<file path="config.mk">
export PLATFORM = sky130hd
export DESIGN_NAME = pcg_port
export DESIGN_NICKNAME = d
export VERILOG_FILES = /design/src/include/pcgpio_pkg.sv /design/src/logic/pcg_port.sv /design/src/logic/pcg_sync.sv
export SDC_FILE = /design/constraint.sdc
export NUM_CORES = 1
export LEC_CHECK = 0
export BUFFER_PORTS_ARGS = -buffer_cell sky130_fd_sc_hd__buf_2
export CORE_MARGIN = 4
export CORE_UTILIZATION = 30
export CTS_CLUSTER_SIZE = 12
export DETAILED_ROUTE_END_ITERATION = 6
export SETUP_SLACK_MARGIN = 0.3
export SYNTH_ARGS = -nofsm -noshare
export SYNTH_HDL_FRONTEND = slang
export SYNTH_SLANG_ARGS = --single-unit
</file>
<file path="constraint.sdc">
create_clock -name sys_clk -period 1.45 [get_ports sys_clk]
set_input_delay 0.2175 -clock sys_clk [delete_from_list [all_inputs] [get_ports sys_clk]]
set_output_delay 0.2175 -clock sys_clk [all_outputs]
set_load 0.01 [all_outputs]
</file>
<file path="src/include/pcgpio_pkg.sv">
// Constants and register map for the port C general-purpose I/O block
package pcgpio_pkg;

// ----------------------------------------------------------------------
// Port geometry
// ----------------------------------------------------------------------
localparam int PORT_WIDTH = 8;
localparam int NIB_WIDTH = 4;
localparam int ADDR_WIDTH = 4;

// ----------------------------------------------------------------------
// Register byte addresses
// ----------------------------------------------------------------------
localparam logic [ADDR_WIDTH-1:0] OFF_PIN_DATA = 4'h0;
localparam logic [ADDR_WIDTH-1:0] OFF_DIRECTION = 4'h4;
localparam logic [ADDR_WIDTH-1:0] OFF_PULLDOWN_A = 4'h8;
localparam logic [ADDR_WIDTH-1:0] OFF_MASK_OPTION = 4'hc;

// ----------------------------------------------------------------------
// Field positions
// ----------------------------------------------------------------------
localparam int PDA_LOWER_BIT = 0;
localparam int PDA_UPPER_BIT = 1;
localparam int MOR_GPD_BIT = 0;

// ----------------------------------------------------------------------
// Reset values and fixed answers
// ----------------------------------------------------------------------
localparam logic [PORT_WIDTH-1:0] DIRECTION_RESET = 8'h00;
localparam logic [1:0] INHIBIT_RESET = 2'h0;
localparam logic MOR_GPD_RESET = 1'b0;
localparam logic [31:0] READ_ZERO = 32'h0000_0000;
localparam logic [1:0] RESP_OKAY = 2'h0;
localparam logic [1:0] RESP_DECODEERROR = 2'h3;

// ----------------------------------------------------------------------
// Bus slave states
// ----------------------------------------------------------------------
typedef enum logic [1:0] {
    PCG_IDLE = 2'b01,
    PCG_ANSWER = 2'b10
} pcg_state_t;

// Word-aligned byte address to one-hot select
function automatic logic addr_hit(input logic [ADDR_WIDTH-1:0] a,
                                  input logic [ADDR_WIDTH-1:0] off);
    return a == off;
endfunction : addr_hit

endpackage : pcgpio_pkg

</file>
<file path="src/logic/pcg_port.sv">
// Port C eight-pin bidirectional port with nibble pulldowns
module pcg_port
    import pcgpio_pkg::*;
(
    // Clock and reset
    input wire logic sys_clk,
    input wire logic reset_n,
    // Avalon-MM slave
    input wire logic [ADDR_WIDTH-1:0] avs_address,
    input wire logic avs_read,
    input wire logic avs_write,
    input wire logic [31:0] avs_writedata,
    input wire logic [3:0] avs_byteenable,
    output logic [31:0] avs_readdata,
    output logic [1:0] avs_response,
    output logic avs_waitrequest,
    // Port pins
    input wire logic [PORT_WIDTH-1:0] pin_in,
    output logic [PORT_WIDTH-1:0] pin_out,
    output logic [PORT_WIDTH-1:0] pin_oe,
    output logic [PORT_WIDTH-1:0] pulldown_en
);

// ----------------------------------------------------------------------
// State
// ----------------------------------------------------------------------
logic [PORT_WIDTH-1:0] data_latch_reg;
logic [PORT_WIDTH-1:0] direction_reg;
logic upper_inhibit_reg;
logic lower_inhibit_reg;
logic global_pd_disable_reg;
logic [31:0] readdata_reg;
logic [1:0] response_reg;
pcg_state_t state_reg;
pcg_state_t state_next;
logic [PORT_WIDTH-1:0] pin_sync;

// ----------------------------------------------------------------------
// Pin synchroniser
// ----------------------------------------------------------------------
pcg_sync #(
    .WIDTH(PORT_WIDTH)
) u_sync (
    .sys_clk(sys_clk),
    .reset_n(reset_n),
    .async_in(pin_in),
    .sync_out(pin_sync)
);

// ----------------------------------------------------------------------
// Bus decode
// ----------------------------------------------------------------------
wire req = (avs_read || avs_write) && (state_reg == PCG_IDLE);
wire lane0 = avs_byteenable[0];
wire hit_data = addr_hit(avs_address, OFF_PIN_DATA);
wire hit_dir = addr_hit(avs_address, OFF_DIRECTION);
wire hit_pda = addr_hit(avs_address, OFF_PULLDOWN_A);
wire hit_mor = addr_hit(avs_address, OFF_MASK_OPTION);
wire hit_any = hit_data || hit_dir || hit_pda || hit_mor;
// Writes land only at the edge where waitrequest is low
wire wr = avs_write && lane0 && (state_reg == PCG_ANSWER);
wire wr_data = wr && hit_data;
wire wr_dir = wr && hit_dir;
wire wr_pda = wr && hit_pda;
wire wr_mor = wr && hit_mor;

// Mixed read: latch for outputs, synced pin for inputs
wire [PORT_WIDTH-1:0] data_view =
    (direction_reg & data_latch_reg) |
    (~direction_reg & pin_sync);

wire [31:0] read_mux =
    hit_data ? {24'h000000, data_view} :
    hit_dir ? {24'h000000, direction_reg} :
    hit_mor ? {31'h00000000, global_pd_disable_reg} :
    READ_ZERO;

// ----------------------------------------------------------------------
// Handshake state machine
// ----------------------------------------------------------------------
always_comb begin
    state_next = state_reg;
    unique case (state_reg)
        PCG_IDLE: begin
            if (avs_read || avs_write) begin
                state_next = PCG_ANSWER;
            end
        end
        PCG_ANSWER: begin
            state_next = PCG_IDLE;
        end
        default: begin
            state_next = PCG_IDLE;
        end
    endcase
end

assign avs_waitrequest = (avs_read || avs_write) && (state_reg != PCG_ANSWER);

always_ff @(posedge sys_clk) begin
    if (!reset_n) begin
        state_reg <= PCG_IDLE;
    end else begin
        state_reg <= state_next;
    end
end

// ----------------------------------------------------------------------
// Read data register
// ----------------------------------------------------------------------
always_ff @(posedge sys_clk) begin
    if (!reset_n) begin
        readdata_reg <= READ_ZERO;
        response_reg <= RESP_OKAY;
    end else if (req) begin
        readdata_reg <= avs_read ? read_mux : READ_ZERO;
        response_reg <= hit_any ? RESP_OKAY : RESP_DECODEERROR;
    end
end

assign avs_readdata = readdata_reg;
assign avs_response = response_reg;

// ----------------------------------------------------------------------
// Data latch: not reset
// ----------------------------------------------------------------------
always_ff @(posedge sys_clk) begin
    if (wr_data) begin
        data_latch_reg <= avs_writedata[PORT_WIDTH-1:0];
    end
end

// ----------------------------------------------------------------------
// Direction and pulldown control
// ----------------------------------------------------------------------
always_ff @(posedge sys_clk) begin
    if (!reset_n) begin
        direction_reg <= DIRECTION_RESET;
    end else if (wr_dir) begin
        direction_reg <= avs_writedata[PORT_WIDTH-1:0];
    end
end

always_ff @(posedge sys_clk) begin
    if (!reset_n) begin
        upper_inhibit_reg <= INHIBIT_RESET[1];
        lower_inhibit_reg <= INHIBIT_RESET[0];
    end else if (wr_pda) begin
        upper_inhibit_reg <= avs_writedata[PDA_UPPER_BIT];
        lower_inhibit_reg <= avs_writedata[PDA_LOWER_BIT];
    end
end

// Mask option bit survives reset so reset never re-enables pulldowns that it has disabled
always_ff @(posedge sys_clk) begin
    if (wr_mor) begin
        global_pd_disable_reg <= avs_writedata[MOR_GPD_BIT];
    end
end

// ----------------------------------------------------------------------
// Pin drive
// ----------------------------------------------------------------------
wire [PORT_WIDTH-1:0] inhibit_vec =
    {{NIB_WIDTH{upper_inhibit_reg}}, {NIB_WIDTH{lower_inhibit_reg}}};

assign pin_oe = direction_reg;
assign pin_out = data_latch_reg;
assign pulldown_en = ~direction_reg & ~inhibit_vec &
    {PORT_WIDTH{~global_pd_disable_reg}};

endmodule : pcg_port

</file>
<file path="src/logic/pcg_sync.sv">
// Two-flop synchroniser bank for the port pins
module pcg_sync
    import pcgpio_pkg::*;
#(
    parameter int WIDTH = PORT_WIDTH
) (
    // Clock and reset
    input wire logic sys_clk,
    input wire logic reset_n,
    // Data
    input wire logic [WIDTH-1:0] async_in,
    output logic [WIDTH-1:0] sync_out
);

logic [WIDTH-1:0] meta_reg;
logic [WIDTH-1:0] sync_reg;

always_ff @(posedge sys_clk) begin
    if (!reset_n) begin
        meta_reg <= '0;
        sync_reg <= '0;
    end else begin
        meta_reg <= async_in;
        sync_reg <= meta_reg;
    end
end

assign sync_out = sync_reg;

endmodule : pcg_sync

</file>
==> results.json, run 1 <==
{
  "finClkSkew_ns": 0.00548,
  "yosysTopAreaCellShare_pct": 38.3,
  "synthCells": 181,
  "nets": 303,
  "layout_setup_ws_ns": 0.0123,
  "p_leak_nw": 1.09,
  "root_buffer": "clkbuf_8",
  "irDropWorstVdd_uv": 390,
  "multi_input_area_um2": 946,
  "synth_edf_count": 9,
  "n_antenna_cell": 0,
  "drt_first_iter_violations": 150,
  "status": "complete, no violations",
  "rsz0062_at_grt": "true",
  "yosysTopAreaCell": "dfxtp_1",
  "die_h_um": 88.3,
  "rows": 28,
  "hold_class": "input port to flop",
  "drv_slew": 0,
  "use_met2_pct": 20.3,
  "clk_latency_ns": 0.29,
  "relSlewSlack_pct": 66.7,
  "hold_viol": 0,
  "crit_type": "flop to primary output",
  "area_delta_synth_final_pct": 33.8,
  "cts_num_sinks": 46,
  "htreeDepth": 2,
  "timing.final.crit_share_pct": 99.2,
  "pre_cts_ws_ns": 0.103,
  "cap_violations": 0,
  "ys_ff_latch": 46,
  "grt_pass1_wl_mm": 7.10,
  "finalSetupViolCount": 0,
  "syn_avg_cell_area_um2": 10.7,
  "endpoint_kind": "primary output",
  "crit_required_ns": 1.23,
  "initial_core_util_pct": 31.7,
  "clockBufferDepth": 2,
  "gp_congestion": 0.815,
  "die_area_um2": 7800,
  "post-route-min-period_ns": 1.44,
  "antenna_found_initial": 0,
  "final_antenna_net_count": 0,
  "layout-drive-gt1-share_pct": 53.0,
  "grt_max_degree": 16,
  "yosys-top-cells-area": "dfxtp_1 38%, edfxtp_1 14%, buf_4 10%, and2_1 5.5%, mux2_2 4.7%",
  "use_met3_pct": 4.00,
  "via_per_inst": 4.56,
  "synth_most_common_cell": "dfxtp_1",
  "vias": 1487,
  "arrival_ns": 1.22,
  "first_pass_iters": 4,
  "seq_area_frac_synth_pct": 52.3,
  "clk_pin_slew_ns": 0.08,
  "met1_usage_pct": 15.0,
  "yosys.cell_types.count": 30,
  "register_area_um2": 1030,
  "wl_mm": 4.80,
  "hpwl_mm": 3.55,
  "drc_errors": 0,
  "wire_per_inst_um": 14.7,
  "io_pins": 111,
  "synth_area_um2": 1930,
  "power_per_cell_area_nw_per_um2": 881,
  "synthArstFlopShare_pct": 0,
  "tightest_slew_ns": 0.500,
  "fmax_mhz": 696,
  "synth_ff_type": "dfxtp_1",
  "ys_warn_count": 0,
  "portBuffers": 59,
  "synth_common_cells": "37 x dfxtp_1, 26 x buf_4, 17 x and2_1, 11 x a21oi_1",
  "grt_use_total_pct": 12.2,
  "critPathMaxFanout": 6,
  "top_usage_layer": "met2",
  "grt_pass1_vias": 1360,
  "fillers": 623,
  "grt_overflow": 0,
  "finalSetupTns_ns": 0,
  "hold_buffers": 0,
  "numCtsBuffers": 5,
  "dieWidth_um": 88.3,
  "cts_tree": "done",
  "core_um2": 6100,
  "start_kind": "flop"
}
where the power goes:
part | leakage [nW] | switching, mW | internal, mW | total [mW]
combinational | 0.657 | 0.134 | 0.0888 | 0.222
clock | 0.0438 | 0.390 | 0.323 | 0.713
sequential | 0.388 | 0.0149 | 1.33 | 1.34
final timing paths:
check                                       start                            end  depth (start not counted)  slack, ns
hold reg to reg     u_sync.meta_reg[1]$_SDFF_PN0_  u_sync.sync_out[1]$_SDFF_PN0_                          1       0.44
setup reg to reg  global_pd_disable_reg$_DFFE_PP_   avs_readdata[0]$_SDFFE_PN0P_                          5       0.11
setup / recovery  global_pd_disable_reg$_DFFE_PP_                 pulldown_en[2]                          3       0.01
hold / removal                          pin_in[2]  u_sync.meta_reg[2]$_SDFF_PN0_                          2       0.12
timing repair:
action | 4_1_cts | 5_1_grt
setup buffers | 3 | 1
gates resized for setup | 13 | 39
endpoints found under the setup margin | 25 | 38
endpoints found under the hold margin | 0 | 0
pin swaps | 3 | 17
cell usage in the layout (no fill, tap or decap), drive strengths merged, types with 4 or more instances in the layout:
cell type,count
o2bb2ai,8
nand3,9
and2,17
buf,72
o21ai,8
clkbuf,5
a22oi,7
dfxtp,37
conb,24
edfxtp,9
nor3,9
nand2,4
mux2,9
a21oi,11
worst max-delay path, stage by stage (launching register included):
cell      delay (ns)
edfxtp_1        0.43
buf_4           0.19
nor3_2          0.14
buf_2           0.16
logic make-up (layout without fill, tap and decap cells):
group,Yosys count,after routing,synth area share [%]
compound gates,36,36,12.1
buf+inv,35,82,11.9
flops,46,46,52.3
mux,11,11,6.27
other cells,1,24,0.194
simple gates,52,52,17.3
cell type report:
| type | instances | share of cell area (%) |
|---|---|---|
| multi-input cells | 123 | 36.6 |
| clock buffers | 5 | 2.66 |
| flip-flops and latches | 46 | 39.8 |
| clock inverters | 2 | 0.387 |
| well taps | 75 | 3.63 |
| inverters | 3 | 0.435 |
| repair buffers | 72 | 16.5 |
metal layers:
metal / vias to the layer above / wire (um)
met3: 6 / 354
met5: - / 0
li1: 734 / -
met4: 0 / 61
met1: 700 / 1970
met2: 47 / 2410
through the flow:
step,total power [mW],utilization (%),hold slack [ns],cells,area (um^2)
CTS,2.29,39.7,0.105,325,2420
finish,2.28,42.4,0.123,326,2590
global placement,1.57,37.4,0.411,315,2280
detailed placement,1.57,37.4,0.415,315,2280
floorplan,1.54,-,0.316,204,2050
global route,2.40,42.4,0.107,326,2590
Note: power is estimated with default switching activity, not from simulation.
==> run 2: changes to the inputs <==
SYNTH_HIERARCHICAL = 1   (was not set)
==> results.json, run 2 <==
{
  "synth_edf_count": 9,
  "via_per_inst": 4.57,
  "rows": 29,
  "layout-drive-gt1-share_pct": 59.4,
  "grt_pass1_vias": 1402,
  "clk_latency_ns": 0.30,
  "wl_mm": 4.98,
  "endpoint_kind": "primary output",
  "reg2reg_depth": 3,
  "grt_pass1_wl_mm": 7.13,
  "power_frac_clock_pct": 37.2,
  "synth_most_common_cell": "dfxtp_1",
  "r2r_slack_ns": 0.21,
  "post-route-min-period_ns": 1.35,
  "clk_pin_slew_ns": 0.08,
  "finalSetupViolCount": 0,
  "hold_depth": 1,
  "die_h_um": 88.9,
  "rsz0062_at_grt": "true",
  "final_cell_mix": "59 x buf_2, 28 x dfxtp_1, 24 x conb_1",
  "drt_first_iter_violations": 55,
  "fmax_mhz": 739,
  "drc_errors": 0,
  "seq_area_frac_synth_pct": 51.5,
  "hp-start": "avs_writedata[5]",
  "wire_per_inst_um": 15.2,
  "core_um2": 6350,
  "synthArstFlopShare_pct": 0,
  "start_kind": "flop",
  "p_leak_nw": 1.11,
  "drv_slew": 0,
  "power_frac_comb_pct": 9.4,
  "vias": 1500,
  "fillers": 624,
  "p_int_mw": 1.94,
  "use_met3_pct": 4.38,
  "grt_overflow": 0,
  "hpwl_mm": 3.61,
  "timing.final.crit_share_pct": 93.3,
  "nets": 302,
  "dieWidth_um": 88.9,
  "area_delta_synth_final_pct": 34.1,
  "syn_avg_cell_area_um2": 10.9,
  "crit_type": "flop to primary output",
  "yosys-top-cells-area": "dfxtp_1 38%, edfxtp_1 14%, buf_4 9.9%, mux2_2 5.2%, and2_2 4.6%",
  "use_met2_pct": 19.7,
  "gp_congestion": 0.790,
  "critPathMaxFanout": 9,
  "initial_core_util_pct": 30.9,
  "portBuffers": 59,
  "cts_num_sinks": 46,
  "status": "complete, no violations",
  "top_usage_layer": "met2",
  "numCtsBuffers": 5,
  "synth_common_cells": "37 x dfxtp_1, 26 x buf_4, 12 x and2_2, 11 x a21oi_1",
  "crit_required_ns": 1.23,
  "yosys.cell_types.count": 32,
  "final_antenna_net_count": 0,
  "grt_use_total_pct": 12.2,
  "hold_viol": 0,
  "n_antenna_cell": 0,
  "first_pass_iters": 4,
  "root_buffer": "clkbuf_8",
  "irDropWorstVdd_uv": 401,
  "met1_usage_pct": 15.2,
  "finClkSkew_ns": 0.00485,
  "hold_buffers": 0,
  "switching_power_mw": 0.574,
  "r2r-end": "lower_inhibit_reg$_SDFFE_PN0P_",
  "htreeDepth": 2,
  "mostFrequentLayoutCell": "buf_2",
  "multi_input_area_um2": 975,
  "cap_violations": 0,
  "hold_class": "input port to flop",
  "rr_startpoint": "state_reg[0]$_SDFFE_PN1P_",
  "p_sw_share_pct": 22.8,
  "synth_area_um2": 1960,
  "register_area_um2": 1030,
  "ys_ff_latch": 46,
  "antenna_found_initial": 0,
  "synthCells": 180,
  "power_per_cell_area_nw_per_um2": 956,
  "arrival_ns": 1.14,
  "die_area_um2": 7900,
  "seqPwrFrac_pct": 53.4,
  "synth_ff_type": "dfxtp_1",
  "clockBufferDepth": 2,
  "report.power.total_mw": 2.51,
  "ys_warn_count": 6,
  "grt_max_degree": 16,
  "cts_tree": "done",
  "yosysTopAreaCellShare_pct": 37.8,
  "yosysTopAreaCell": "dfxtp_1",
  "io_pins": 111,
  "holdPathEnd": "pin_out[5]$_DFFE_PP_",
  "finalSetupTns_ns": 0
}
==> run 2: final cells by class <==
| cell class | count | share of cell area (%) |
|---|---|---|
| flip-flops and latches | 46 | 39.1 |
| multi-input cells | 123 | 37.0 |
| repair buffers | 71 | 15.5 |
| well taps | 77 | 3.66 |
| clock buffers | 6 | 2.76 |
| clock inverters | 2 | 1.43 |
| inverters | 3 | 0.428 |
==> run 2: worst max-delay path by stage <==
stage	start	endpoint	slack, ns	cells past startpoint
after floorplan	avs_address[0]	pin_out[0]$_DFFE_PP_	0.26	2
after global placement	avs_address[1]	pin_oe[7]$_SDFFE_PN0P_	0.13	4
after detailed placement	avs_address[1]	pin_oe[7]$_SDFFE_PN0P_	0.10	4
after CTS	global_pd_disable_reg$_DFFE_PP_	pulldown_en[0]	0.08	3
after global routing	global_pd_disable_reg$_DFFE_PP_	pulldown_en[3]	0.04	3
final	global_pd_disable_reg$_DFFE_PP_	pulldown_en[2]	0.1	3
==> run 2: power by group through the flow <==
stage	sequential [mW]	clock [mW]	combinational (mW)
finish	1.34	0.936	0.237
global route	1.35	1.00	0.260
detailed placement	1.37	0	0.205
floorplan	1.37	0	0.167
CTS	1.35	0.955	0.210
global placement	1.37	0	0.201
==> run 2: what timing repair did <==
item | 4_1_cts | 5_1_grt
setup buffers | 3 | 2
resized for setup | 14 | 39
pin swaps | 3 | 12
setup endpoints to repair | 36 | 35
==> run 2: worst max-delay path, cell delays in order (launching register included) <==
cell and delay [ns]:
edfxtp_1 0.38, buf_6 0.17, nor3_2 0.13, buf_2 0.16
==> run 2: routing by layer <==
| metal | up-vias | wire [um] |
|---|---|---|
| met2 | 65 | 2430 |
| met4 | 0 | 65 |
| li1 | 734 | - |
| met3 | 7 | 488 |
| met1 | 694 | 2000 |
| met5 | - | 0 |
==> run 2: stage by stage <==
step | instance area, um^2 | util (%) | std cells | hold slack (ns) | worst slack, ns
5_1_grt | 2630 | 41.4 | 328 | 0.103 | 0.0373
2_1_floorplan | 2070 | - | 203 | 0.316 | 0.259
3_5_place_dp | 2280 | 36.0 | 315 | 0.417 | 0.101
3_3_place_gp | 2280 | 36.0 | 315 | 0.418 | 0.133
6_report | 2630 | 41.4 | 328 | 0.112 | 0.0969
4_1_cts | 2460 | 38.8 | 326 | 0.105 | 0.0814
==> run 2: cell families (layout without fill, tap and decap cells) <==
logic type,Yosys count,count (layout),share of synthesized area (%)
and+or+nand+nor,52,52,17.5
other,1,24,0.191
muxes,11,11,6.19
buffers and inverters,34,82,12.7
DFF,46,46,51.5
AOI/OAI and AO/OA,36,36,11.9
==> run 3: changes to the inputs <==
SETUP_SLACK_MARGIN = 0.15   (was 0.3)
clock period = 1.2 ns   (was 1.45 ns; I/O delays follow)
==> results.json, run 3 (same netlist as run 2, synthesis figures left out) <==
{
  "finClkSkew_ns": 0.00652,
  "reg2reg_depth": 2,
  "layout-drive-gt1-share_pct": 68.9,
  "power_per_cell_area_nw_per_um2": 1110,
  "critPathMaxFanout": 6,
  "placedCellCount": 328,
  "p_sw_share_pct": 21.3,
  "p_leak_nw": 1.25,
  "vias": 1571,
  "rsz0062_at_grt": "true",
  "grt_use_total_pct": 12.6,
  "power_frac_comb_pct": 10.2,
  "r2r-end": "pin_out[5]$_DFFE_PP_",
  "final_cell_mix": "56 x buf_2, 27 x dfxtp_1, 24 x conb_1",
  "failed_checks": "setup timing",
  "post-route-min-period_ns": 1.37,
  "crit_chain": "buf_6, nor3_2, buf_2",
  "htreeDepth": 2,
  "place_area_um2": 2390,
  "numCtsBuffers": 5,
  "r2r_slack_ns": -0.06,
  "wl_mm": 5.04,
  "crit_start": "global_pd_disable_reg$_DFFE_PP_",
  "hold_class": "input port to flop",
  "crit_type": "flop to primary output",
  "seqPwrFrac_pct": 48.2,
  "multi_input_area_um2": 1100,
  "nets": 321,
  "clk_latency_ns": 0.30,
  "core_um2": 6350,
  "hold_viol": 0,
  "root_buffer": "clkbuf_8",
  "mostFrequentLayoutCell": "buf_2",
  "layout_setup_ws_ns": -0.167,
  "p_int_mw": 2.63,
  "crit_required_ns": 1.02,
  "first_pass_iters": 4,
  "cap_violations": 0,
  "clockBufferDepth": 2,
  "gp_congestion": 0.738,
  "rows": 29,
  "final_area_um2": 3010,
  "die_area_um2": 7900,
  "grt_pass1_vias": 1539,
  "timing.final.crit_share_pct": 114,
  "drv_slew": 0,
  "grt_overflow": 0,
  "hpwl_mm": 3.68,
  "switching_power_mw": 0.713,
  "portBuffers": 59,
  "area_delta_synth_final_pct": 53.4,
  "n_antenna_cell": 0,
  "crit_cells": 3,
  "cpPeakStageDelay_ns": 0.44,
  "critical_path_buf_inv_count": 2,
  "endpoint_kind": "primary output",
  "initial_core_util_pct": 30.9,
  "clk_pin_slew_ns": 0.08,
  "rr_startpoint": "state_reg[0]$_SDFFE_PN1P_",
  "register_area_um2": 1040,
  "critPathCapture": "pulldown_en[6]",
  "grt_max_degree": 16,
  "fmax_mhz": 732,
  "dieWidth_um": 88.9,
  "finalSetupViolCount": 21,
  "hold_buffers": 0,
  "slowest_stage": "edfxtp_1",
  "path_delay_family": "flip-flops",
  "finalSetupTns_ns": -1.71,
  "fillers": 578,
  "wire_per_inst_um": 14.5,
  "stdcell_count": 347,
  "die_h_um": 88.9,
  "via_per_inst": 4.53,
  "cts_num_sinks": 46,
  "arrival_ns": 1.19,
  "final_util_pct": 47.4,
  "cts_tree": "done",
  "power_frac_clock_pct": 41.6,
  "antenna_found_initial": 0,
  "start_kind": "flop",
  "io_pins": 111,
  "final_antenna_net_count": 0,
  "grt_pass1_wl_mm": 7.53,
  "status": "complete, but fails checks",
  "drc_errors": 0,
  "irDropWorstVdd_uv": 577,
  "drt_first_iter_violations": 82
}
==> run 3: through the flow <==
stage	total power, mW	worst slack (ns)	hold slack [ns]
final	3.35	-0.167	0.0789
after global routing	3.47	-0.222	0.0712
after CTS	3.34	-0.169	0.0646
after detailed placement	1.94	-0.0900	0.377
after global placement	1.93	-0.0615	0.375
after floorplan	1.86	0.0230	0.279
==> run 3: worst min path at each step <==
| stage | cells after the start | slack, ns | endpoint | startpoint |
|---|---|---|---|---|
| after CTS | 1 | 0.06 | pin_out[7]$_DFFE_PP_ | avs_writedata[7] |
| final | 2 | 0.08 | u_sync/meta_reg[2]$_SDFF_PN0_ | pin_in[2] |
| after global routing | 1 | 0.07 | pin_out[3]$_DFFE_PP_ | avs_writedata[3] |
| after floorplan | 0 | 0.28 | global_pd_disable_reg$_DFFE_PP_ | avs_writedata[0] |
| after global placement | 1 | 0.38 | pin_out[7]$_DFFE_PP_ | avs_writedata[7] |
| after detailed placement | 1 | 0.38 | pin_out[7]$_DFFE_PP_ | avs_writedata[7] |
==> run 3: per-layer routing <==
layer	GRT usage (%)	vias to the layer above	routed length, um
met3	4.00	7	485
met4	4.40	0	55
met1	16.3	736	2090
met5	0	-	0
met2	19.7	55	2410
li1	-	773	-
==> run 3: cell type report <==
class / count / share of cell area, %
clock buffer: 6 / 2.74
clock inverter: 2 / 2.00
inverter: 3 / 0.374
multi-input combinational: 123 / 36.6
sequential: 46 / 34.6
tap: 77 / 3.20
timing repair buffer: 90 / 20.5
==> run 3: repair_timing <==
item	4_1_cts	5_1_grt
setup buffers	6	5
endpoints found under the setup margin	38	45
pin swaps	14	28
gates resized for setup	50	36
==> run 3: power by group through the flow <==
stage               registers (mW)  clock network [mW]  logic (mW)
floorplan                     1.66                   0       0.205
global placement              1.66                   0       0.274
detailed placement            1.66                   0       0.277
CTS                           1.61                1.42       0.302
global route                  1.62                1.48       0.378
finish                        1.61                1.39       0.343
